$ cat src/inc/smpg_cfg.svh
/*
  Constants of the stepper move profile generator: register offsets, field
  positions, reset values, opcodes and timing counts.
  Assumes a 100 MHz clock and a 32-bit APB register bus with byte addresses.
*/
`ifndef SMPG_CFG_SVH
`define SMPG_CFG_SVH

`define SMPG_ADDR_CMD     8'h00
`define SMPG_ADDR_TARGET  8'h04
`define SMPG_ADDR_SPEED   8'h08
`define SMPG_ADDR_ACCEL   8'h0C
`define SMPG_ADDR_DECEL   8'h10
`define SMPG_ADDR_JERK    8'h14
`define SMPG_ADDR_BASE    8'h18
`define SMPG_ADDR_CFG     8'h1C
`define SMPG_ADDR_STATUS  8'h20
`define SMPG_ADDR_POS     8'h24
`define SMPG_ADDR_ENC     8'h28
`define SMPG_ADDR_VNOW    8'h2C

`define SMPG_OP_REL       3'h1
`define SMPG_OP_ABS       3'h2
`define SMPG_OP_PRESET    3'h3
`define SMPG_OP_HOME_CW   3'h4
`define SMPG_OP_HOME_CCW  3'h5

`define SMPG_CFG_FMT_BIT  0
`define SMPG_BASE_RST     21'h0003E8
`define SMPG_BASE_MIN     21'h000001
`define SMPG_BASE_MAX     21'h1E847F
`define SMPG_REL_MAX      32'sh007F_FFFF
`define SMPG_REL_MIN      32'shFF80_0001
`define SMPG_MW_MAX       32'sh01F3_FFFF
`define SMPG_MW_MIN       32'shFE0C_0000
`define SMPG_ACC_UNIT     48'h0000_0000_03E8

`define SMPG_CLK_PERIOD_NS 32'h0000_000A
`define SMPG_MS_NS         32'h000F_4240
`define SMPG_MS_CYCLES     (`SMPG_MS_NS / `SMPG_CLK_PERIOD_NS)
`define SMPG_STEP_WRAP     28'h5F5_E100

`endif

$ cat src/inc/smpg_pkg.sv
/*
  Types of the stepper move profile generator: states, profile phases and
  the packed carriers for a move command and the status word.
  Assumes nothing of its surroundings.
*/
package smpg_pkg;

  typedef enum logic [2:0] {
    ST_IDLE = 3'b000,
    ST_CALC = 3'b001,
    ST_RUN  = 3'b010,
    ST_HOME = 3'b011
  } smpg_state_e;

  typedef enum logic [1:0] {
    PH_ACC = 2'b00,
    PH_CRU = 2'b01,
    PH_DEC = 2'b10
  } smpg_phase_e;

  typedef struct packed {
    logic signed [31:0] target;
    logic        [20:0] speed;
    logic        [20:0] accel;
    logic        [20:0] decel;
    logic        [12:0] jerk;
  } smpg_cmd_s;

  typedef struct packed {
    smpg_phase_e phase;
    logic        tri_prof;
    logic        cw;
    logic        valid;
    logic        err;
    logic        busy;
  } smpg_stat_s;

endpackage

$ cat src/verilog/smpg_top.sv
/*
  Stepper move profile generator: APB register file, profile calculation,
  speed ramp, step event generation and the motor and encoder counters.
  Assumes a single 100 MHz clock, synchronous inputs and an APB3 master.
*/
// Our own choices: the register offsets and the APB register port.
// Behaviour
// - Whole profile is computed before motion starts or an error is flagged.
// - Acceleration and deceleration are taken in steps/s per millisecond.
// - Multi-word format saturates position at -32,768,000 and +32,767,999.
// - Double integer format holds the full signed 32-bit position.
// - Preset command loads the supplied value into the position counter.
// - Home found clears motor and encoder counters to zero.
// - Clockwise motion increments position; positive offsets drive clockwise.
// - Base speed accepts only 1 to 1,999,999 steps/s; moves start and end there.
// - Relative target is a signed offset within +/-8,388,607 counts.
// - Absolute target within +/-8,388,607; direction from target versus position.
// - Position passes +/-8,388,607 only by relative moves, never by absolute.
// - Absolute moves are refused until a preset or home has been done.
// - Every move and homing command carries a jerk setting; homing here runs at base speed without a ramp and ignores it.
// - Jerk zero gives a constant rate of speed change.
// - Jerk one gives a slowly ramped S-curve, gentlest at both ends; the rate here grows from 1 at the start of each ramp only.
// - Jerk 2 to 5000 gives S-curve whose constant part grows with jerk.
// - Motion jumps to base speed, then accelerates to cruise speed.
// - Cruise, then decelerate at its own rate to base speed at target.
// - Short ramps against move length give a profile that holds cruise.
// - Long ramps give a peak below cruise, reaching base at target.
`timescale 1ns/1ps
`include "smpg_cfg.svh"

module smpg_top
  import smpg_pkg::*;
#(
  parameter int MS_TICK_CYCLES = `SMPG_MS_CYCLES
)(
  input  wire logic        CLOCK,
  input  wire logic        RST_N,
  input  wire logic        PSEL,
  input  wire logic        PENABLE,
  input  wire logic        PWRITE,
  input  wire logic [7:0]  PADDR,
  input  wire logic [31:0] PWDATA,
  output logic      [31:0] PRDATA,
  output logic             PREADY,
  output logic             PSLVERR,
  input  wire logic        HOME_IN,
  input  wire logic        ENC_UP,
  input  wire logic        ENC_DN,
  output logic             STEP_PULSE,
  output logic             DIR_CW,
  output logic             MOVING
);

  smpg_state_e        state_r;
  smpg_phase_e        phase_r;
  smpg_cmd_s          cmd_r;
  smpg_stat_s         stat_c;
  logic [2:0]         op_r;
  logic [20:0]        base_r;
  logic               cfg_fmt_r;
  logic signed [31:0] pos_r;
  logic signed [31:0] enc_r;
  logic               valid_r;
  logic               err_r;
  logic               err_pend_r;
  logic               cw_r;
  logic               tri_r;
  logic [33:0]        rem_r;
  logic [20:0]        v_r;
  logic [20:0]        vb_r;
  logic [20:0]        vcr_r;
  logic [20:0]        va_r;
  logic [20:0]        vd_r;
  logic [20:0]        ra_r;
  logic [20:0]        rd_r;
  logic [47:0]        sa_r;
  logic [47:0]        sd_r;
  logic [47:0]        nmil_r;
  logic [26:0]        acc_r;
  logic [16:0]        ms_cnt_r;
  logic               ms_tick_r;

  logic               acc_phase;
  logic               wr_en;
  logic               cmd_go;
  logic               mapped_c;
  logic [31:0]        rdata_c;
  logic signed [33:0] off_c;
  logic [33:0]        n_c;
  logic               bad_c;
  logic [20:0]        cand_a;
  logic [20:0]        cand_d;
  logic               a_ok;
  logic               d_ok;
  logic [27:0]        acc_sum;
  logic               step_c;
  logic               home_hit;
  logic [47:0]        rem_mil;

  function automatic logic [20:0] rate_first(input logic [20:0] rate, input logic [12:0] jerk);
    if (jerk == 13'h0000 || {8'h00, jerk} >= rate)
      return rate;
    return {8'h00, jerk};
  endfunction

  function automatic logic [20:0] rate_next(input logic [20:0] r, input logic [20:0] rate,
                                             input logic [12:0] jerk);
    logic [21:0] s;
    s = {1'b0, r} + {9'h000, jerk};
    if (jerk == 13'h0000 || s >= {1'b0, rate})
      return rate;
    return s[20:0];
  endfunction

  function automatic logic [20:0] add_cap(input logic [20:0] v, input logic [20:0] d,
                                           input logic [20:0] cap);
    logic [21:0] s;
    s = {1'b0, v} + {1'b0, d};
    if (s >= {1'b0, cap})
      return cap;
    return s[20:0];
  endfunction

  // APB: the access phase lasts two cycles; PREADY is a registered pulse.
  always_ff @(posedge CLOCK)
  begin
    if (!RST_N)
    begin
      PREADY  <= 1'b0;
      PSLVERR <= 1'b0;
      PRDATA  <= 32'h0000_0000;
    end
    else
    begin
      PREADY  <= PSEL & PENABLE & ~PREADY;
      PSLVERR <= PSEL & PENABLE & ~PREADY & ~mapped_c;
      if (PSEL & PENABLE & ~PREADY & ~PWRITE)
        PRDATA <= rdata_c;
    end
  end

  assign wr_en  = PSEL & PENABLE & PWRITE & PREADY;
  assign cmd_go = wr_en && PADDR == `SMPG_ADDR_CMD && state_r == ST_IDLE;

  assign stat_c = '{phase: phase_r, tri_prof: tri_r, cw: cw_r, valid: valid_r,
                    err: err_r, busy: state_r != ST_IDLE};

  always_comb
  begin
    mapped_c = 1'b1;
    rdata_c  = 32'h0000_0000;
    unique case (PADDR)
      `SMPG_ADDR_CMD:    rdata_c = {29'h0000_0000, op_r};
      `SMPG_ADDR_TARGET: rdata_c = cmd_r.target;
      `SMPG_ADDR_SPEED:  rdata_c = {11'h000, cmd_r.speed};
      `SMPG_ADDR_ACCEL:  rdata_c = {11'h000, cmd_r.accel};
      `SMPG_ADDR_DECEL:  rdata_c = {11'h000, cmd_r.decel};
      `SMPG_ADDR_JERK:   rdata_c = {19'h0_0000, cmd_r.jerk};
      `SMPG_ADDR_BASE:   rdata_c = {11'h000, base_r};
      `SMPG_ADDR_CFG:    rdata_c = {31'h0000_0000, cfg_fmt_r};
      `SMPG_ADDR_STATUS: rdata_c = {25'h000_0000, stat_c};
      `SMPG_ADDR_POS:    rdata_c = pos_r;
      `SMPG_ADDR_ENC:    rdata_c = enc_r;
      `SMPG_ADDR_VNOW:   rdata_c = {11'h000, v_r};
      default:           mapped_c = 1'b0;
    endcase
  end

  // Move parameters; the jerk setting rides with every relative and absolute move.
  always_ff @(posedge CLOCK)
  begin
    if (!RST_N)
    begin
      cmd_r     <= '0;
      op_r      <= 3'h0;
      cfg_fmt_r <= 1'b0;
      base_r    <= `SMPG_BASE_RST;
    end
    else if (wr_en)
    begin
      unique case (PADDR)
        `SMPG_ADDR_TARGET: cmd_r.target <= PWDATA;
        `SMPG_ADDR_SPEED:  cmd_r.speed  <= PWDATA[20:0];
        `SMPG_ADDR_ACCEL:  cmd_r.accel  <= PWDATA[20:0];
        `SMPG_ADDR_DECEL:  cmd_r.decel  <= PWDATA[20:0];
        `SMPG_ADDR_JERK:   cmd_r.jerk   <= PWDATA[12:0];
        `SMPG_ADDR_CFG:    cfg_fmt_r    <= PWDATA[`SMPG_CFG_FMT_BIT];
        `SMPG_ADDR_BASE:
          if (PWDATA[31:21] == 11'h000 && PWDATA[20:0] >= `SMPG_BASE_MIN && PWDATA[20:0] <= `SMPG_BASE_MAX)
            base_r <= PWDATA[20:0];
        `SMPG_ADDR_CMD:
          if (state_r == ST_IDLE)
            op_r <= PWDATA[2:0];
        default: ;
      endcase
    end
  end

  // Offset and length of the requested move.
  always_comb
  begin
    if (PWDATA[2:0] == `SMPG_OP_ABS)
      off_c = {{2{cmd_r.target[31]}}, cmd_r.target} - {{2{pos_r[31]}}, pos_r};
    else
      off_c = {{2{cmd_r.target[31]}}, cmd_r.target};
    n_c   = off_c[33] ? 34'(-off_c) : off_c;
    bad_c = cmd_r.target > `SMPG_REL_MAX || cmd_r.target < `SMPG_REL_MIN;
    if (PWDATA[2:0] == `SMPG_OP_ABS && !valid_r)
      bad_c = 1'b1;
  end

  // Profile search: both ramps grow from base speed until they meet or hit cruise.
  assign cand_a = add_cap(va_r, ra_r, vcr_r);
  assign cand_d = add_cap(vd_r, rd_r, vcr_r);
  assign a_ok   = va_r < vcr_r && cand_a > va_r && sa_r + sd_r + {27'h0, cand_a} <= nmil_r;
  assign d_ok   = vd_r < vcr_r && cand_d > vd_r && sa_r + sd_r + {27'h0, cand_d} <= nmil_r;

  assign acc_sum  = {1'b0, acc_r} + {7'h00, v_r};
  assign acc_phase = state_r == ST_RUN || state_r == ST_HOME;
  assign step_c   = acc_phase && acc_sum >= `SMPG_STEP_WRAP;
  assign home_hit = state_r == ST_HOME && HOME_IN;
  assign rem_mil  = {14'h0000, rem_r} * `SMPG_ACC_UNIT;

  // One millisecond time base for the speed ramp.
  always_ff @(posedge CLOCK)
  begin
    if (!RST_N || state_r != ST_RUN)
    begin
      ms_cnt_r  <= 17'h0_0000;
      ms_tick_r <= 1'b0;
    end
    else
    begin
      ms_tick_r <= ms_cnt_r == 17'(MS_TICK_CYCLES - 1);
      ms_cnt_r  <= (ms_cnt_r == 17'(MS_TICK_CYCLES - 1)) ? 17'h0_0000 : ms_cnt_r + 17'h0_0001;
    end
  end

  // Move sequencer: calculation, ramp and step pacing.
  always_ff @(posedge CLOCK)
  begin
    if (!RST_N)
    begin
      state_r    <= ST_IDLE;
      phase_r    <= PH_ACC;
      err_pend_r <= 1'b0;
      cw_r       <= 1'b0;
      tri_r      <= 1'b0;
      rem_r      <= 34'h0_0000_0000;
      v_r        <= 21'h00_0000;
      vb_r       <= `SMPG_BASE_RST;
      vcr_r      <= `SMPG_BASE_RST;
      va_r       <= `SMPG_BASE_RST;
      vd_r       <= `SMPG_BASE_RST;
      ra_r       <= 21'h00_0000;
      rd_r       <= 21'h00_0000;
      sa_r       <= 48'h0;
      sd_r       <= 48'h0;
      nmil_r     <= 48'h0;
      acc_r      <= 27'h000_0000;
    end
    else
    begin
      acc_r <= step_c ? 27'(acc_sum - `SMPG_STEP_WRAP) : acc_sum[26:0];
      unique case (state_r)
        ST_IDLE:
        begin
          acc_r <= 27'h000_0000;
          v_r   <= 21'h00_0000;
          if (cmd_go && (PWDATA[2:0] == `SMPG_OP_REL || PWDATA[2:0] == `SMPG_OP_ABS))
          begin
            state_r    <= ST_CALC;
            err_pend_r <= bad_c;
            cw_r       <= ~off_c[33] && off_c != 34'sh0;
            rem_r      <= n_c;
            nmil_r     <= {14'h0000, n_c} * `SMPG_ACC_UNIT;
            vb_r       <= base_r;
            vcr_r      <= (cmd_r.speed > base_r) ? cmd_r.speed : base_r;
            va_r       <= base_r;
            vd_r       <= base_r;
            ra_r       <= rate_first(cmd_r.accel, cmd_r.jerk);
            rd_r       <= rate_first(cmd_r.decel, cmd_r.jerk);
            sa_r       <= 48'h0;
            sd_r       <= 48'h0;
          end
          else if (cmd_go && (PWDATA[2:0] == `SMPG_OP_HOME_CW || PWDATA[2:0] == `SMPG_OP_HOME_CCW))
          begin
            state_r <= ST_HOME;
            cw_r    <= PWDATA[2:0] == `SMPG_OP_HOME_CW;
            vb_r    <= base_r;
            v_r     <= base_r;
          end
        end
        ST_CALC:
        begin
          if (a_ok && (va_r <= vd_r || !d_ok))
          begin
            va_r <= cand_a;
            sa_r <= sa_r + {27'h0, cand_a};
            ra_r <= rate_next(ra_r, cmd_r.accel, cmd_r.jerk);
          end
          else if (d_ok)
          begin
            vd_r <= cand_d;
            sd_r <= sd_r + {27'h0, cand_d};
            rd_r <= rate_next(rd_r, cmd_r.decel, cmd_r.jerk);
          end
          else if (err_pend_r || rem_r == 34'h0_0000_0000)
            state_r <= ST_IDLE;
          else
          begin
            state_r <= ST_RUN;
            phase_r <= PH_ACC;
            tri_r   <= va_r < vcr_r;
            v_r     <= vb_r;
            ra_r    <= rate_first(cmd_r.accel, cmd_r.jerk);
            rd_r    <= rate_first(cmd_r.decel, cmd_r.jerk);
          end
        end
        ST_RUN:
        begin
          if (step_c && rem_r == 34'h0_0000_0001)
          begin
            state_r <= ST_IDLE;
            v_r     <= 21'h00_0000;
          end
          else if (phase_r != PH_DEC && rem_mil <= sd_r)
          begin
            phase_r <= PH_DEC;
          end
          else if (ms_tick_r && phase_r == PH_ACC)
          begin
            v_r  <= add_cap(v_r, ra_r, va_r);
            ra_r <= rate_next(ra_r, cmd_r.accel, cmd_r.jerk);
            if (add_cap(v_r, ra_r, va_r) == va_r)
              phase_r <= PH_CRU;
          end
          else if (ms_tick_r && phase_r == PH_DEC)
          begin
            v_r  <= (v_r > vb_r + rd_r) ? v_r - rd_r : vb_r;
            rd_r <= rate_next(rd_r, cmd_r.decel, cmd_r.jerk);
          end
          if (step_c)
            rem_r <= rem_r - 34'h0_0000_0001;
        end
        ST_HOME:
          if (home_hit)
          begin
            state_r <= ST_IDLE;
            v_r     <= 21'h00_0000;
          end
        default:
          state_r <= ST_IDLE;
      endcase
    end
  end

  // Error flag: the set at the end of a calculation wins over the clear.
  always_ff @(posedge CLOCK)
  begin
    if (!RST_N)
      err_r <= 1'b0;
    else if ((state_r == ST_CALC && !a_ok && !d_ok && err_pend_r) || (wr_en && PADDR == `SMPG_ADDR_CMD && state_r != ST_IDLE))
      err_r <= 1'b1;
    else if (cmd_go)
      err_r <= 1'b0;
  end

  // Motor position counter and home reference.
  always_ff @(posedge CLOCK)
  begin
    if (!RST_N)
    begin
      pos_r   <= 32'sh0000_0000;
      valid_r <= 1'b0;
    end
    else if (cmd_go && PWDATA[2:0] == `SMPG_OP_PRESET)
    begin
      if (!cfg_fmt_r && cmd_r.target > `SMPG_MW_MAX)
        pos_r <= `SMPG_MW_MAX;
      else if (!cfg_fmt_r && cmd_r.target < `SMPG_MW_MIN)
        pos_r <= `SMPG_MW_MIN;
      else
        pos_r <= cmd_r.target;
      valid_r <= 1'b1;
    end
    else if (home_hit)
    begin
      pos_r   <= 32'sh0000_0000;
      valid_r <= 1'b1;
    end
    else if (!cfg_fmt_r && pos_r > `SMPG_MW_MAX)
      pos_r <= `SMPG_MW_MAX;
    else if (!cfg_fmt_r && pos_r < `SMPG_MW_MIN)
      pos_r <= `SMPG_MW_MIN;
    else if (step_c && cw_r)
    begin
      if (cfg_fmt_r || pos_r != `SMPG_MW_MAX)
        pos_r <= pos_r + 32'sh0000_0001;
    end
    else if (step_c)
    begin
      if (cfg_fmt_r || pos_r != `SMPG_MW_MIN)
        pos_r <= pos_r - 32'sh0000_0001;
    end
  end

  always_ff @(posedge CLOCK)
  begin
    if (!RST_N || home_hit)
      enc_r <= 32'sh0000_0000;
    else if (ENC_UP && !ENC_DN)
      enc_r <= enc_r + 32'sh0000_0001;
    else if (ENC_DN && !ENC_UP)
      enc_r <= enc_r - 32'sh0000_0001;
  end

  always_ff @(posedge CLOCK)
  begin
    if (!RST_N)
    begin
      STEP_PULSE <= 1'b0;
      DIR_CW     <= 1'b0;
      MOVING     <= 1'b0;
    end
    else
    begin
      STEP_PULSE <= step_c;
      DIR_CW     <= cw_r;
      MOVING     <= acc_phase;
    end
  end

  base_range_a: assert property (
    @(posedge CLOCK) disable iff (!RST_N)
    base_r >= `SMPG_BASE_MIN && base_r <= `SMPG_BASE_MAX)
    else $error("Base speed left its legal range.");

  calc_first_a: assert property (
    @(posedge CLOCK) disable iff (!RST_N)
    state_r == ST_IDLE |=> state_r != ST_RUN)
    else $error("Motion started without a profile calculation.");

  abs_home_a: assert property (
    @(posedge CLOCK) disable iff (!RST_N)
    (state_r == ST_RUN && op_r == `SMPG_OP_ABS) |-> valid_r)
    else $error("Absolute move ran without a home reference.");

  step_count_a: assert property (
    @(posedge CLOCK) disable iff (!RST_N)
    (step_c && cw_r && state_r == ST_RUN && pos_r < `SMPG_MW_MAX && pos_r >= `SMPG_MW_MIN)
      |=> pos_r == $past(pos_r) + 32'sh0000_0001 && STEP_PULSE)
    else $error("Clockwise step did not raise the position by one.");

  mw_limit_a: assert property (
    @(posedge CLOCK) disable iff (!RST_N)
    (!cfg_fmt_r ##1 !cfg_fmt_r) |-> pos_r <= `SMPG_MW_MAX && pos_r >= `SMPG_MW_MIN)
    else $error("Position left the multi-word range.");

  home_clear_a: assert property (
    @(posedge CLOCK) disable iff (!RST_N)
    home_hit |=> pos_r == 32'sh0 && enc_r == 32'sh0 && valid_r && state_r == ST_IDLE)
    else $error("Home did not clear both counters.");

  speed_band_a: assert property (
    @(posedge CLOCK) disable iff (!RST_N)
    (state_r == ST_RUN) |-> v_r >= vb_r && v_r <= va_r)
    else $error("Run speed outside base to peak band.");

  stop_at_end_a: assert property (
    @(posedge CLOCK) disable iff (!RST_N)
    (state_r == ST_RUN && step_c && rem_r == 34'h1) |=> state_r == ST_IDLE ##1 !MOVING)
    else $error("Move did not stop at the destination.");

endmodule // smpg_top

$ cat config.mk
export PLATFORM = sky130hd
export DESIGN_NAME = smpg_top
export DESIGN_NICKNAME = d
export VERILOG_FILES = /design/src/inc/smpg_pkg.sv /design/src/verilog/smpg_top.sv
export VERILOG_INCLUDE_DIRS = /design/src /design/src/inc
export SDC_FILE = /design/constraint.sdc
export NUM_CORES = 2
export LEC_CHECK = 0
export ABC_AREA = 1
export BUFFER_PORTS_ARGS = -buffer_cell sky130_fd_sc_hd__buf_2
export CELL_PAD_IN_SITES_DETAIL_PLACEMENT = 0
export CELL_PAD_IN_SITES_GLOBAL_PLACEMENT = 1
export CORE_ASPECT_RATIO = 0.75
export CORE_MARGIN = 2
export CORE_UTILIZATION = 48
export DETAILED_ROUTE_END_ITERATION = 12
export GPL_ROUTABILITY_DRIVEN = 1
export PLACE_DENSITY_LB_ADDON = 0.1
export REMOVE_ABC_BUFFERS = 1
export SLEW_MARGIN = 20
export SYNTH_ARGS = -nofsm -noshare
export SYNTH_HDL_FRONTEND = slang
export SYNTH_SLANG_ARGS = --single-unit
$ cat constraint.sdc
create_clock -name CLOCK -period 13 [get_ports CLOCK]
set_input_delay 2.6 -clock CLOCK [delete_from_list [all_inputs] [get_ports CLOCK]]
set_output_delay 2.6 -clock CLOCK [all_outputs]
set_load 0.01 [all_outputs]
==> qor_table.md <==
| Metric | Value |
| --- | --- |
| Die Y | 342.4 um |
| Area of the die | 0.1559 mm^2 |
| Post-route ant nets | 0 |
| Count of TritonRoute iterations in the first routing pass | 6 |
| Max-slew headroom at the worst pin | 10.75% |
| Pin count of the biggest net entering global routing | 166 |
| Minimum hold slack | 0.4597 ns |
| Layout overhead on the synthesized area | 7.854% |
| Worst Max-Slew Pin Slew | 1.325 ns |
| Final count of hold timing violations | 0 |
| Async S/R FF share, synth | 0% |
| Critical-path cell with the highest stage delay | sky130_fd_sc_hd__ha_1 |
| Critical path peak fanout | 32 |
| Final Routed Wirelength | 359,600 um |
| DRC violations left | 0 |
| Kind of launch point of the worst setup path | flop |
| Core Region | 0.1520 mm^2 |
| TritonCTS Sinks | 606 |
| Data required, critical path | 13.57 ns |
| Run status | complete, no violations |
| Mean instance size in the synthesized netlist | 6.741 um^2 |
| Drt wl/cell | 27.65 um |
| Initial core utilization | 48.20% |
| Netlist area before placement | 0.07329 mm^2 |
| Arrival time of the worst setup path | 12.84 ns |
| Peak ir drop on the vdd network | 0.0002278 V |
| Antenna violations before repair | 42 |
| Synthesized instance count | 10.87k |
| Share of the synthesized area in the top cell type | 16.92% |
| Setup clock skew after layout | 0.06173 ns |
| Final worst path period need | 12.27 ns |
| Number of nets in the layout | 12.21k |
| Sequential Area | 0.01213 mm^2 |
| Number of standard-cell rows in the floorplan | 124 |
| Number of CTS-inserted buffers | 76 |
| All-layer global routing usage | 44.57% |
| Final HPWL DP | 294,300 um |
| Number of levels the H-tree was split into | 3 |
| Unrepaired setup endpoints after global routing | false |
| Cell at the root of the clock tree | sky130_fd_sc_hd__clkbuf_16 |
| Fraction of final layout cells sized beyond drive strength 1 | 5.071% |
| Stage delay of the slowest cell on the critical path | 0.60 ns |
| Dominant cells by area after synthesis | sky130_fd_sc_hd__ha_1 17%, sky130_fd_sc_hd__dfxtp_1 17%, sky130_fd_sc_hd__nand2_1 10% |
| Wire length of the first global-routing pass | 503,500 um |
| Via count of the routed design | 80.28k |
| Final worst-path setup slack | 0.7310 ns |
| Class of the tightest hold or removal check | flop to flop |
| Number of I/O pins | 85 |
| Clock transition at the registers of the reported paths | 0.07 ns |
| CP dominant cell by count | sky130_fd_sc_hd__a21oi_1 |
| First DRT Iteration DRCs | 11.49k |
| Global placement routability congestion | 1.143 |
| F_max | 0.08151 GHz |
| Area used by multi-input combinational logic | 0.05446 mm^2 |
| Congestion Overflow GR | 0 |
| Post-synth EDFFs | 0 |
| Reg-to-reg setup timing slack | 0.73 ns |
| Register bit total from synthesis | 606 |
| Max-capacitance violation count | 0 |
| Crit Path Category | flop to flop |
| Element type at the critical path end | flop |
| Final setup viols | 0 |
| Power per cell area | 283.8 mW/mm^2 |
| Fill cell total of the finished layout | 15.26k |
| Later-pin clock latency in the skew report | 0.77 ns |
| Final worst path period share | 94.38% |
| Clock Path Buffers | 3 |
| CTS tree | yes |
| CTS Hold Bufs | 0 |
| Count of unique library cells instantiated by Yosys | 81 |
| Reported leakage power | 38.02 nW |
| Horiz. Die Dim | 455.2 um |
| Detailed-route vias per instance | 6.172 |
| Pre-CTS setup slack | 0.3779 ns |
| IO Port Bufs | 84 |
| Ys Warns | 0 |
| Vias in the first global route | 71.61k |
| Number of max-slew violations in the final report | 0 |
| Post-synthesis sequential area ratio | 16.55% |
| Most used flip-flop cell after synthesis | sky130_fd_sc_hd__dfxtp_1 |
| Cell type with the highest aggregate area in the netlist | sky130_fd_sc_hd__ha_1 |
-- layout by cell type (no fill, tap or decap), drive strengths merged, types with 8 or more instances in the layout --
cell type / n
a2111oi: 8
a211oi: 38
a21boi: 23
a21o: 25
a21oi: 1301
a221oi: 37
a31oi: 53
buf: 239
clkbuf: 100
clkinv: 37
clkinvlp: 8
dfxtp: 606
diode: 26
fa: 267
ha: 991
inv: 1488
nand2: 1999
nand3: 400
nand3b: 12
nand4: 179
nor2: 1020
nor3: 168
nor4: 78
o2111ai: 15
o211ai: 77
o21a: 49
o21ai: 986
o21bai: 46
o221ai: 21
o22ai: 52
o2bb2ai: 8
o31ai: 20
o32ai: 16
or2: 20
xnor2: 176
xor2: 338
-- cells by family (layout without fill, tap and decap cells) --
group           after synthesis  count (layout)  share of synthesized area, %
compound gates             2807            2807                         21.09
xor+xnor                    514             514                         6.266
fa+ha+maj                  1258            1258                         24.21
buf+inv                    1788            1877                         9.332
flops                       606             606                         16.55
other cells                   2              33                       0.01025
simple gates               3896            3896                         22.54
-- worst max-delay path, delay by kind of cell, from the launching register on --
kind,cells,cell delay (ns)
fa+ha+maj,5,1.92
compound gates,22,4.57
simple gates,22,3.73
flops,1,0.43
buf+inv,4,0.91
xor+xnor,2,0.45
-- power by group --
part	internal, mW	switching (mW)	leakage (nW)	total [mW]
Clock	1.27	1.03	1.23	2.31
Sequential	2.09	0.498	4.92	2.59
Combinational	5.38	12.2	31.9	17.5
-- registers in the layout, indices dropped and copies added, names as in the netlist, 2 cells and up --
name,count
cmd_r,108
sa_r,48
sd_r,48
nmil_r,41
rem_r,34
PRDATA,32
enc_r,32
pos_r,32
acc_r,27
base_r,21
ra_r,21
rd_r,21
v_r,21
va_r,21
vb_r,21
vcr_r,21
vd_r,21
ms_cnt_r,17
op_r,3
phase_r,2
state_r,2
-- routing by layer --
metal / track usage (%) / vias up / share of wire, %
li1: - / 36680 / -
met1: 60.83 / 37650 / 41
met5: 0 / - / 0.074
met2: 58.41 / 4988 / 37
met4: 26.86 / 30 / 7.4
met3: 16.90 / 934 / 14
-- through the flow --
step	total power, mW	instances	setup TNS [ns]	utilization (%)	instance area (um^2)
2_1_floorplan	12.82	10590	0	-	72100
3_3_place_gp	18.87	12840	-0.07108	50.21	76350
3_5_place_dp	19.10	12840	0	50.22	76350
4_1_cts	21.48	12980	0	51.89	78890
5_1_grt	23.70	12980	0	51.95	78980
6_report	22.43	13010	0	51.99	79040
-- worst paths after layout --
| check | end | cells after the start | start |
|---|---|---|---|
| hold reg to reg | op_r[1] | 2 | op_r[1] |
| setup / recovery | va_r[5] | 55 | va_r[0] |
| hold / removal | op_r[1] | 2 | op_r[1] |
| setup reg to reg | va_r[5] | 55 | va_r[0] |
-- synthesized netlist by cell type (22+ instances only) --
cell type and count:
sky130_fd_sc_hd__nand4_1 176, sky130_fd_sc_hd__buf_2 37, sky130_fd_sc_hd__xor2_1 330, sky130_fd_sc_hd__nand3_1 388
sky130_fd_sc_hd__nand2_2 22, sky130_fd_sc_hd__o21ai_0 921, sky130_fd_sc_hd__dfxtp_1 606, sky130_fd_sc_hd__ha_1 991
sky130_fd_sc_hd__nor3_1 158, sky130_fd_sc_hd__a31oi_1 53, sky130_fd_sc_hd__o211ai_1 76, sky130_fd_sc_hd__nand2_1 1973
sky130_fd_sc_hd__o21bai_1 45, sky130_fd_sc_hd__xnor2_1 175, sky130_fd_sc_hd__a21o_1 25, sky130_fd_sc_hd__fa_1 267
sky130_fd_sc_hd__a211oi_1 38, sky130_fd_sc_hd__o22ai_1 52, sky130_fd_sc_hd__clkbuf_1 221, sky130_fd_sc_hd__inv_2 39
sky130_fd_sc_hd__o21a_1 49, sky130_fd_sc_hd__a21oi_1 1295, sky130_fd_sc_hd__nor2_1 993, sky130_fd_sc_hd__a221oi_1 37
sky130_fd_sc_hd__o21ai_1 59, sky130_fd_sc_hd__nor4_1 77, sky130_fd_sc_hd__inv_1 1447
-- layout make-up --
cell class | instances | share of cell area, %
clock inverters | 37 | 0.4891
inverters | 1501 | 7.138
clock buffers | 99 | 2.724
multi-input cells | 8482 | 68.90
diodes | 26 | 0.08231
well taps | 2016 | 3.191
flip-flops and latches | 606 | 15.35
repair buffers | 240 | 2.127
-- timing repair --
item                       in CTS  in global routing
hold endpoints to repair        0                  0
gates resized for setup         0                  3
setup endpoints to repair       0                205
buffers inserted                0                  2
Note: power is estimated with default switching activity, not from simulation.
